**config.mk**
```make
export PLATFORM = sky130hd
export DESIGN_NAME = ifrc_top
export DESIGN_NICKNAME = d
export VERILOG_FILES = /design/src/rtl/ifrc_pkg.sv /design/src/rtl/ifrc_ref_mux.sv /design/src/rtl/ifrc_freq_decode.sv /design/src/rtl/ifrc_top.sv
export SDC_FILE = /design/constraint.sdc
export NUM_CORES = 1
export LEC_CHECK = 0
export ABC_AREA = 1
export ABC_CLOCK_PERIOD_IN_PS = 1190
export BUFFER_PORTS_ARGS = -buffer_cell sky130_fd_sc_hd__clkbuf_2
export CAP_MARGIN = 0
export CELL_PAD_IN_SITES_DETAIL_PLACEMENT = 2
export CELL_PAD_IN_SITES_GLOBAL_PLACEMENT = 2
export CORE_AREA = 2 2 101 103
export DETAILED_ROUTE_END_ITERATION = 6
export DIE_AREA = 0 0 103 105
export GPL_ROUTABILITY_DRIVEN = 1
export GPL_TIMING_DRIVEN = 0
export PLACE_DENSITY_LB_ADDON = 0.1
export SYNTH_ARGS = -nofsm -noshare
export SYNTH_HDL_FRONTEND = slang
export SYNTH_SLANG_ARGS = --single-unit
```
**constraint.sdc**
```tcl
create_clock -name pclk -period 1.19 [get_ports pclk]
set_clock_uncertainty 0.05 [all_clocks]
set_input_delay 0.119 -clock pclk [delete_from_list [all_inputs] [get_ports pclk]]
set_output_delay 0.119 -clock pclk [all_outputs]
set_load 0.01 [all_outputs]
```
**src/rtl/ifrc_pkg.sv**
```systemverilog
// ----------------------------------------------------------------------------
// ----------------------------------------------------------------------------
`default_nettype none
package ifrc_pkg;

  // --------------------------------------------------------------------------
  // Register map
  // --------------------------------------------------------------------------
  localparam int unsigned DATA_W = 32;
  localparam logic [7:0] IDX_CFG3 = 8'h22;
  localparam logic [7:0] IDX_LINE_STD = 8'h34;
  localparam logic [1:0] WORD_LSBS = 2'h0;
  localparam logic [7:0] CFG3_RST = 8'h00;
  localparam logic [7:0] LINE_STD_RST = 8'h00;
  localparam int unsigned LINE_STD_BIT = 2;

  // --------------------------------------------------------------------------
  // Field layout, bit 7 down to bit 0
  // --------------------------------------------------------------------------
  typedef struct packed {
    logic prog_div;
    logic lock_at_eight_khz;
    logic [1:0] activity_bucket_select;
    logic [3:0] freq_code;
  } ifrc_cfg_t;

  // --------------------------------------------------------------------------
  // Frequency codes and their nominal rates in kHz
  // --------------------------------------------------------------------------
  localparam int unsigned KHZ_W = 18;
  localparam logic [3:0] FC_8K = 4'h0;
  localparam logic [3:0] FC_T1E1 = 4'h1;
  localparam logic [3:0] FC_6M48 = 4'h2;
  localparam logic [3:0] FC_19M44 = 4'h3;
  localparam logic [3:0] FC_25M92 = 4'h4;
  localparam logic [3:0] FC_38M88 = 4'h5;
  localparam logic [3:0] FC_50M = 4'h6;
  localparam logic [3:0] FC_77M76 = 4'h7;
  localparam logic [3:0] FC_155M52 = 4'h8;
  localparam logic [3:0] FC_2K = 4'h9;
  localparam logic [3:0] FC_4K = 4'hA;
  localparam logic [KHZ_W-1:0] KHZ_8 = 18'h00008;
  localparam logic [KHZ_W-1:0] KHZ_1544 = 18'h00608;
  localparam logic [KHZ_W-1:0] KHZ_2048 = 18'h00800;
  localparam logic [KHZ_W-1:0] KHZ_6480 = 18'h01950;
  localparam logic [KHZ_W-1:0] KHZ_19440 = 18'h04BF0;
  localparam logic [KHZ_W-1:0] KHZ_25920 = 18'h06540;
  localparam logic [KHZ_W-1:0] KHZ_38880 = 18'h097E0;
  localparam logic [KHZ_W-1:0] KHZ_50000 = 18'h0C350;
  localparam logic [KHZ_W-1:0] KHZ_77760 = 18'h12FC0;
  localparam logic [KHZ_W-1:0] KHZ_155520 = 18'h25F80;
  localparam logic [KHZ_W-1:0] KHZ_2 = 18'h00002;
  localparam logic [KHZ_W-1:0] KHZ_4 = 18'h00004;
  localparam logic [KHZ_W-1:0] KHZ_NONE = 18'h00000;

  typedef struct packed {
    logic known;
    logic [KHZ_W-1:0] khz;
  } ifrc_freq_t;

endpackage : ifrc_pkg
`default_nettype wire

```
**src/rtl/ifrc_ref_mux.sv**
```systemverilog
`timescale 1ns/10ps
`default_nettype none
module ifrc_ref_mux
  import ifrc_pkg::*;
#(
  parameter int unsigned W = 1
) (
  // Clock and reset
  input wire logic pclk,
  input wire logic presetn,
  // Select and candidates
  input wire logic sel,
  input wire logic [W-1:0] a,
  input wire logic [W-1:0] b,
  // Registered choice
  output logic [W-1:0] y
);

  logic [W-1:0] y_r;
  logic [W-1:0] y_nxt;

  // --------------------------------------------------------------------------
  // Pick a or b, register to keep glitches off the reference path
  // --------------------------------------------------------------------------
  always_comb begin
    y_nxt = sel ? b : a;
  end

  always_ff @(posedge pclk or negedge presetn) begin
    if (!presetn) begin
      y_r <= '0;
    end else begin
      y_r <= y_nxt;
    end
  end

  assign y = y_r;

endmodule : ifrc_ref_mux
`default_nettype wire

```
**src/rtl/ifrc_freq_decode.sv**
```systemverilog
`timescale 1ns/10ps
`default_nettype none
module ifrc_freq_decode
  import ifrc_pkg::*;
(
  // Clock and reset
  input wire logic pclk,
  input wire logic presetn,
  // Code and line standard
  input wire logic [3:0] freq_code,
  input wire logic line_standard_select,
  // Registered nominal rate
  output ifrc_freq_t freq
);

  ifrc_freq_t freq_r;
  ifrc_freq_t freq_nxt;

  // --------------------------------------------------------------------------
  // Code to nominal rate; unused codes report not known
  // --------------------------------------------------------------------------
  always_comb begin
    freq_nxt.known = 1'b1;
    case (freq_code)
      FC_8K: freq_nxt.khz = KHZ_8;
      FC_T1E1: freq_nxt.khz = line_standard_select ? KHZ_1544 : KHZ_2048;
      FC_6M48: freq_nxt.khz = KHZ_6480;
      FC_19M44: freq_nxt.khz = KHZ_19440;
      FC_25M92: freq_nxt.khz = KHZ_25920;
      FC_38M88: freq_nxt.khz = KHZ_38880;
      FC_50M: freq_nxt.khz = KHZ_50000;
      FC_77M76: freq_nxt.khz = KHZ_77760;
      FC_155M52: freq_nxt.khz = KHZ_155520;
      FC_2K: freq_nxt.khz = KHZ_2;
      FC_4K: freq_nxt.khz = KHZ_4;
      default: begin
        freq_nxt.khz = KHZ_NONE;
        freq_nxt.known = 1'b0;
      end
    endcase
  end

  always_ff @(posedge pclk or negedge presetn) begin
    if (!presetn) begin
      freq_r <= '0;
    end else begin
      freq_r <= freq_nxt;
    end
  end

  assign freq = freq_r;

endmodule : ifrc_freq_decode
`default_nettype wire

```
**src/rtl/ifrc_top.sv**
```systemverilog
// Chosen here: the APB register port.
`timescale 1ns/10ps
`default_nettype none
module ifrc_top
  import ifrc_pkg::*;
#(
  parameter int unsigned ADDR_W = 12
) (
  // Clock and reset
  input wire logic pclk,
  input wire logic presetn,

  // APB slave
  input wire logic psel,
  input wire logic penable,
  input wire logic pwrite,
  input wire logic [ADDR_W-1:0] paddr,
  input wire logic [DATA_W-1:0] pwdata,
  input wire logic [3:0] pstrb,
  output logic pready,
  output logic [DATA_W-1:0] prdata,
  output logic pslverr,

  // Reference candidates for input 3
  input wire logic ref_in,
  input wire logic prog_div_in,
  input wire logic preset_div_in,

  // Routed references
  output logic dpll_ref,
  output logic monitor_ref,

  // Configuration seen by the rest of the device
  output ifrc_cfg_t cfg,
  output logic [1:0] activity_bucket_select,
  output logic line_standard_select,
  output ifrc_freq_t nominal_freq
);

  // --------------------------------------------------------------------------
  // Elaboration checks
  // --------------------------------------------------------------------------
  if (ADDR_W < 10) begin : g_addr_chk
    $error("ADDR_W too narrow for the register map");
  end

  // --------------------------------------------------------------------------
  // Byte addresses, four per index
  // --------------------------------------------------------------------------
  localparam logic [ADDR_W-1:0] ADDR_CFG3 =
    ADDR_W'({IDX_CFG3, WORD_LSBS});
  localparam logic [ADDR_W-1:0] ADDR_LINE_STD =
    ADDR_W'({IDX_LINE_STD, WORD_LSBS});

  // --------------------------------------------------------------------------
  // Declarations
  // --------------------------------------------------------------------------
  ifrc_cfg_t cfg_r;
  ifrc_cfg_t cfg_nxt;
  logic line_std_r;
  logic line_std_nxt;
  logic [DATA_W-1:0] prdata_r;
  logic [DATA_W-1:0] prdata_nxt;
  logic pslverr_r;
  logic pslverr_nxt;
  logic setup_ph;
  logic access_ph;
  logic hit_cfg;
  logic hit_line;
  logic mapped;
  logic wr_low;
  logic dpll_pre;

  // --------------------------------------------------------------------------
  // Bus phase and decode
  // --------------------------------------------------------------------------
  // Zero wait states: read data is fetched at setup, so access always ends
  assign setup_ph = psel && !penable;
  assign access_ph = psel && penable;
  assign pready = access_ph;
  assign hit_cfg = (paddr == ADDR_CFG3);
  assign hit_line = (paddr == ADDR_LINE_STD);
  assign mapped = hit_cfg || hit_line;
  // Only byte lane 0 holds register bits
  assign wr_low = access_ph && pwrite && pstrb[0];

  // --------------------------------------------------------------------------
  // Register file next state
  // --------------------------------------------------------------------------
  always_comb begin
    cfg_nxt = cfg_r;
    line_std_nxt = line_std_r;
    if (wr_low && hit_cfg) begin
      cfg_nxt = ifrc_cfg_t'(pwdata[7:0]);
    end
    if (wr_low && hit_line) begin
      line_std_nxt = pwdata[LINE_STD_BIT];
    end
  end

  always_ff @(posedge pclk or negedge presetn) begin
    if (!presetn) begin
      cfg_r <= ifrc_cfg_t'(CFG3_RST);
      line_std_r <= LINE_STD_RST[LINE_STD_BIT];
    end else begin
      cfg_r <= cfg_nxt;
      line_std_r <= line_std_nxt;
    end
  end

  // --------------------------------------------------------------------------
  // Read data and error, captured in the setup cycle
  // --------------------------------------------------------------------------
  // Held through access so prdata comes straight from flip-flops
  always_comb begin
    prdata_nxt = prdata_r;
    pslverr_nxt = pslverr_r;
    if (setup_ph) begin
      prdata_nxt = '0;
      pslverr_nxt = !mapped;
      if (!pwrite && hit_cfg) begin
        prdata_nxt[7:0] = cfg_r;
      end
      if (!pwrite && hit_line) begin
        prdata_nxt[LINE_STD_BIT] = line_std_r;
      end
    end
  end

  always_ff @(posedge pclk or negedge presetn) begin
    if (!presetn) begin
      prdata_r <= '0;
      pslverr_r <= 1'b0;
    end else begin
      prdata_r <= prdata_nxt;
      pslverr_r <= pslverr_nxt;
    end
  end

  assign prdata = prdata_r;
  // Error shown only while the transfer completes
  assign pslverr = pslverr_r && access_ph;

  // --------------------------------------------------------------------------
  // Reference routing
  // --------------------------------------------------------------------------
  // Monitor sees the programmable divider or the raw input
  ifrc_ref_mux #(
    .W(1)
  ) u_mon_mux (
    .pclk(pclk),
    .presetn(presetn),
    .sel(cfg_r.prog_div),
    .a(ref_in),
    .b(prog_div_in),
    .y(monitor_ref)
  );

  // PLL path: preset divider overrides, so an 8 kHz lock wins
  assign dpll_pre = cfg_r.prog_div ? prog_div_in : ref_in;

  ifrc_ref_mux #(
    .W(1)
  ) u_dpll_mux (
    .pclk(pclk),
    .presetn(presetn),
    .sel(cfg_r.lock_at_eight_khz),
    .a(dpll_pre),
    .b(preset_div_in),
    .y(dpll_ref)
  );

  // --------------------------------------------------------------------------
  // Frequency decode
  // --------------------------------------------------------------------------
  ifrc_freq_decode u_freq (
    .pclk(pclk),
    .presetn(presetn),
    .freq_code(cfg_r.freq_code),
    .line_standard_select(line_std_r),
    .freq(nominal_freq)
  );

  // --------------------------------------------------------------------------
  // Configuration outputs, straight from the register
  // --------------------------------------------------------------------------
  assign cfg = cfg_r;
  assign activity_bucket_select = cfg_r.activity_bucket_select;
  assign line_standard_select = line_std_r;
endmodule : ifrc_top
`default_nettype wire

```
* Word level (Yosys, flattened, before mapping) *
Index checks and enable logic that the tools add are counted.

operators by class
  mux-type cells = 7
  equal/unequal tests = 12
  reduce and logical (&&, ||, !) cells = 15

operators with widths
  operator                                                          count
  18-bit case mux with 11 select lines                              1
  12-bit by 8-bit == test with 1-bit output, second input constant  2
  4-bit by 3-bit == test with 1-bit output, second input constant   4
  4-bit == test, second input constant                              3
  12-bit two-way mux                                                1
  11-bit OR reduction                                               1
  1-bit logical AND                                                 9
  4-bit by 2-bit == test with 1-bit output, second input constant   2
  8-bit two-way mux                                                 1
  4-bit by 1-bit == test with 1-bit output, second input constant   1
  4-bit logical NOT                                                 1
  1-bit two-way mux                                                 4
  1-bit logical NOT                                                 3
  1-bit logical OR                                                  1

word-level totals
  bits in registers = 39
  output and inout bits = 66
  bits of input ports = 56

* Logic depth before layout (Yosys ltp) *
  word-level depth = 4
  depth in mapped cells = 9
  mapped depth without buffers = 9

* Cells and area by module *
A second synthesis with hierarchy kept.

unflattened totals
  cell total of the unflattened synthesis = 218
  area total of the unflattened synthesis = 1,883.1 sq um

by module, submodules not included
  module            cells an instance  sequential area each (sq um)  times used  area each (sq um)
  ifrc_top          138                450.4                         1           1,123.6
  ifrc_freq_decode  70                 450.4                         1           679.4
  ifrc_ref_mux      5                  25.0                          2           40.0

* Worst setup path before layout *
Ideal clock, no wire load.

  kind = reg-to-reg
  start = register cfg_r, in the netlist cfg[2]
  end = register u_freq.freq_r, in the netlist u_freq.freq[11]
  cell stages (with the launch flop) = 8
  data arrival time = 1.000 ns
  slack = -0.001 ns
  period minus slack after synthesis = 1.191 ns
  cells stage by stage = dfrtp_1 > buf_2 > inv_1 > nor2_2 > inv_2 > nor2_2 > nor2_1 > o221ai_1

RTL lines
  what                      RTL line                source
  start: declaration        ifrc_top.sv:58          ifrc_cfg_t cfg_r;
  start signal: assignment  ifrc_top.sv:103         cfg_r <= ifrc_cfg_t'(CFG3_RST);
  start signal: assignment  ifrc_top.sv:106         cfg_r <= cfg_nxt;
  end signal: assignment    ifrc_freq_decode.sv:47  freq_r <= freq_nxt;
  end: declaration          ifrc_freq_decode.sv:16  ifrc_freq_t freq_r;

* Worst setup path in the final report *
  start = register cfg_r, in the netlist cfg[3]
  end = output cfg[3] (netlist name)

RTL lines
  what              RTL line        source
  end: declaration  ifrc_top.sv:34  output ifrc_cfg_t cfg,

No word-level cell between the ends.

==> impl_metrics.yaml <==
run_status:
  outcome: "finished with violations"
  failed_checks: "hold timing"
clock_network:
  cts_buffers: 5
  cts_root_buf: "clkbuf_8"
  cts_tree: "built"
  clk_latency_ns: 0.29
  htree_levels: 2
  clockBufferDepth: 2
  cts.sink_count: 38
  clk_pin_slew_ns: 0.07
critical_path:
  critPathArrivalTime_ns: 1.01
  worstSetupPathType: "reg2out"
  crit_family: "flip-flops"
  r2r-end: "u_dpll_mux.y"
  crit_chain: "buf_6 > buf_6"
  rrSetupSlack_ns: 0.02
  cp_max_fo: 5
  slowest_delay_ns: 0.48
  rr_worst_depth: 2
  crit_path_top_delay_cell: "dfrtp_2"
  critical_path_buf_inv_count: 2
  cp_common_cell: "buf_6"
  start_kind: "register"
  r2r_start: "cfg[7]"
  critPathCaptureType: "output pin"
  cp.required_ns: 1.02
sta:
  holdWs_ns: -0.0665
  max_slew_margin: 0.347
  slew_violations: 0
  fin_crit_ns: 1.18
  finalCritPeriodShare: 0.993
  rsz0062_at_grt: "yes"
  tightest_slew_ns: 0.979
  finalHoldViolations: 38
  setup-violations-final: 0
  fmax_mhz: 846
power_and_ir_drop:
  peakVddDrop_mv: 0.404
  powerDensity_nw_per_um2: 879
  leakage_nw: 1.61
routing:
  drt_iter0_markers: 18
  firstDrtPassIters: 4
  vias_per_cell: 3.69
  ant_nets: 0
  via_count: 1707
  totalWireLength_mm: 5.37
  drc: 0
  avgRoutedWirePerCell_um: 11.6
synthesis:
  yosysWarnings: 0
  synth_cell_types: 27
  syn_area_um2: 1910
  synth_cells: 215
  synth_seq_cells: 38
  ys_seq_area_frac: 0.497
  avgSynthCellArea_um2: 8.89
global_routing:
  grt_pass1_vias: 1731
  grtUsageTotal: 0.102
  overflow: 0
  grt_pass1_wl_mm: 8.67
  antenna_found_initial: 0
  grt_max_degree: 39
finish:
  nets: 385
  drive_above_1_share: 0.491
  syn2layout_area_growth_pct: 48.0
  antenna_cells: 0
  num-fill-cells: 1151
  stdcell_area_um2: 2830
floorplan:
  die_x_um: 103
  fp.coreArea_um2: 9640
  rows: 36
  pin_count: 122
  die_h_um: 105
  die_area_um2: 10800
  start_util: 0.198
place:
  gp_congestion: 0.688
  port_buffers: 69
  dp_hpwl_mm: 4.21
  dpl_cell_area_um2: 2520
flow_run:
  maxCapViolCount: 0
worst_hold_path:
  hp-class: "in2async"
==> per-stage QoR <==
step                setup slack (ns)  utilization  std cells  total power, mW  TNS [ns]
global placement              -0.173        0.261        441             1.57    -0.846
global route                 -0.0391        0.293        463             2.61   -0.0909
finish                       0.00835        0.293        463             2.49         0
CTS                          -0.0196        0.278        454             2.55   -0.0505
floorplan                   0.000231            -        239             1.48         0
detailed placement            -0.136        0.261        441             1.58    -0.758
==> flip-flops by register name (all words and copies together), names as in the netlist <==
register / cells
cfg: 6
u_freq.freq: 18
activity_bucket_select: 2
line_standard_select: 1
prdata: 8
u_dpll_mux.y: 1
pslverr_r: 1
u_mon_mux.y: 1
==> area by class of cell <==
class                           count  area (um^2)  share of cell area
Buffer                             33          260              0.0920
Clock buffer                        7         86.3              0.0305
Clock inverter                      1         5.00             0.00177
Inverter                           27          114              0.0402
Multi-Input combinational cell    141          773               0.273
Sequential cell                    38          955               0.337
Tap cell                          133          166              0.0588
Timing Repair Buffer               83          469               0.166
==> cells in the final DEF, fill, tap and decap left out <==
cell type,synthesis,layout
nor3_1,1,1
nand2_4,1,1
buf_4,29,40
mux2_2,2,1
clkbuf_1,0,1
nand2_8,2,2
dfrtp_2,0,3
o21ai_0,2,2
nand2_1,53,52
nand4_1,2,2
mux2_4,0,1
clkbuf_2,1,67
buf_6,0,7
nor2_4,1,8
dlygate4sd3_1,0,1
inv_1,23,20
o22ai_1,1,1
inv_2,3,6
clkinv_2,0,1
o221ai_2,0,1
and2_1,1,1
buf_2,3,1
a21oi_1,1,1
o211ai_1,1,1
clkinv_8,1,1
nor2_2,4,4
conb_1,1,25
nand2_2,0,1
o21ai_1,2,1
dfrtp_1,38,35
nor2_1,20,13
nor2_8,1,1
nand3_1,12,11
clkbuf_8,0,6
o21ai_2,8,9
nand3_2,0,1
==> cells by family after synthesis <==
logic type	synth area share
muxes	0.0118
and+or+nand+nor	0.243
DFF	0.497
AOI/OAI and AO/OA	0.0615
other	0.00196
buffers and inverters	0.184
==> timing repair <==
action | CTS | global route
resized for setup | 12 | 26
buffers inserted | 4 | 9
pin swaps | 2 | 2
hold buffers | 1 | 0
endpoints found under the hold margin | 39 | 0
endpoints found under the setup margin | 10 | 13
==> worst max-delay path by stage <==
stage	from	cells past startpoint	end	slack, ns
after floorplan	cfg[2]	7	u_freq.freq[11]	0.0002
after global placement	cfg[0]	6	u_freq.freq[11]	-0.17
after detailed placement	cfg[0]	5	u_freq.freq[3]	-0.14
after CTS	cfg[3]	6	u_freq.freq[11]	-0.02
after global routing	cfg[3]	2	cfg[3]	-0.04
final	cfg[3]	2	cfg[3]	0.008
==> synthesized netlist by cell type, drive strengths merged <==
cell | count | area (um^2)
a21oi | 1 | 5.00
and2 | 1 | 6.26
buf | 32 | 233
clkbuf | 1 | 5.00
clkinv | 1 | 16.3
conb | 1 | 3.75
dfrtp | 38 | 951
inv | 26 | 97.6
mux2 | 2 | 22.5
nand2 | 56 | 250
nand3 | 12 | 60.1
nand4 | 2 | 12.5
nor2 | 26 | 131
nor3 | 1 | 5.00
o211ai | 1 | 7.51
o21ai | 12 | 90.1
o221ai | 1 | 8.76
o22ai | 1 | 6.26
==> layer usage <==
layer / vias up / GRT usage / share of wire
met2: 59 / 0.167 / 0.49
li1: 838 / - / -
met4: 0 / 0.0367 / 0.020
met1: 801 / 0.128 / 0.42
met5: - / 0 / 0
met3: 9 / 0.0261 / 0.071
==> report_power, final <==
group	leakage (nW)	internal, mW	switching (mW)
clock network	0.0482	0.468	0.464
logic	1.06	0.112	0.142
registers	0.508	1.30	0.00216
total	1.61	1.88	0.608
Note: power is estimated with default switching activity, not from simulation.
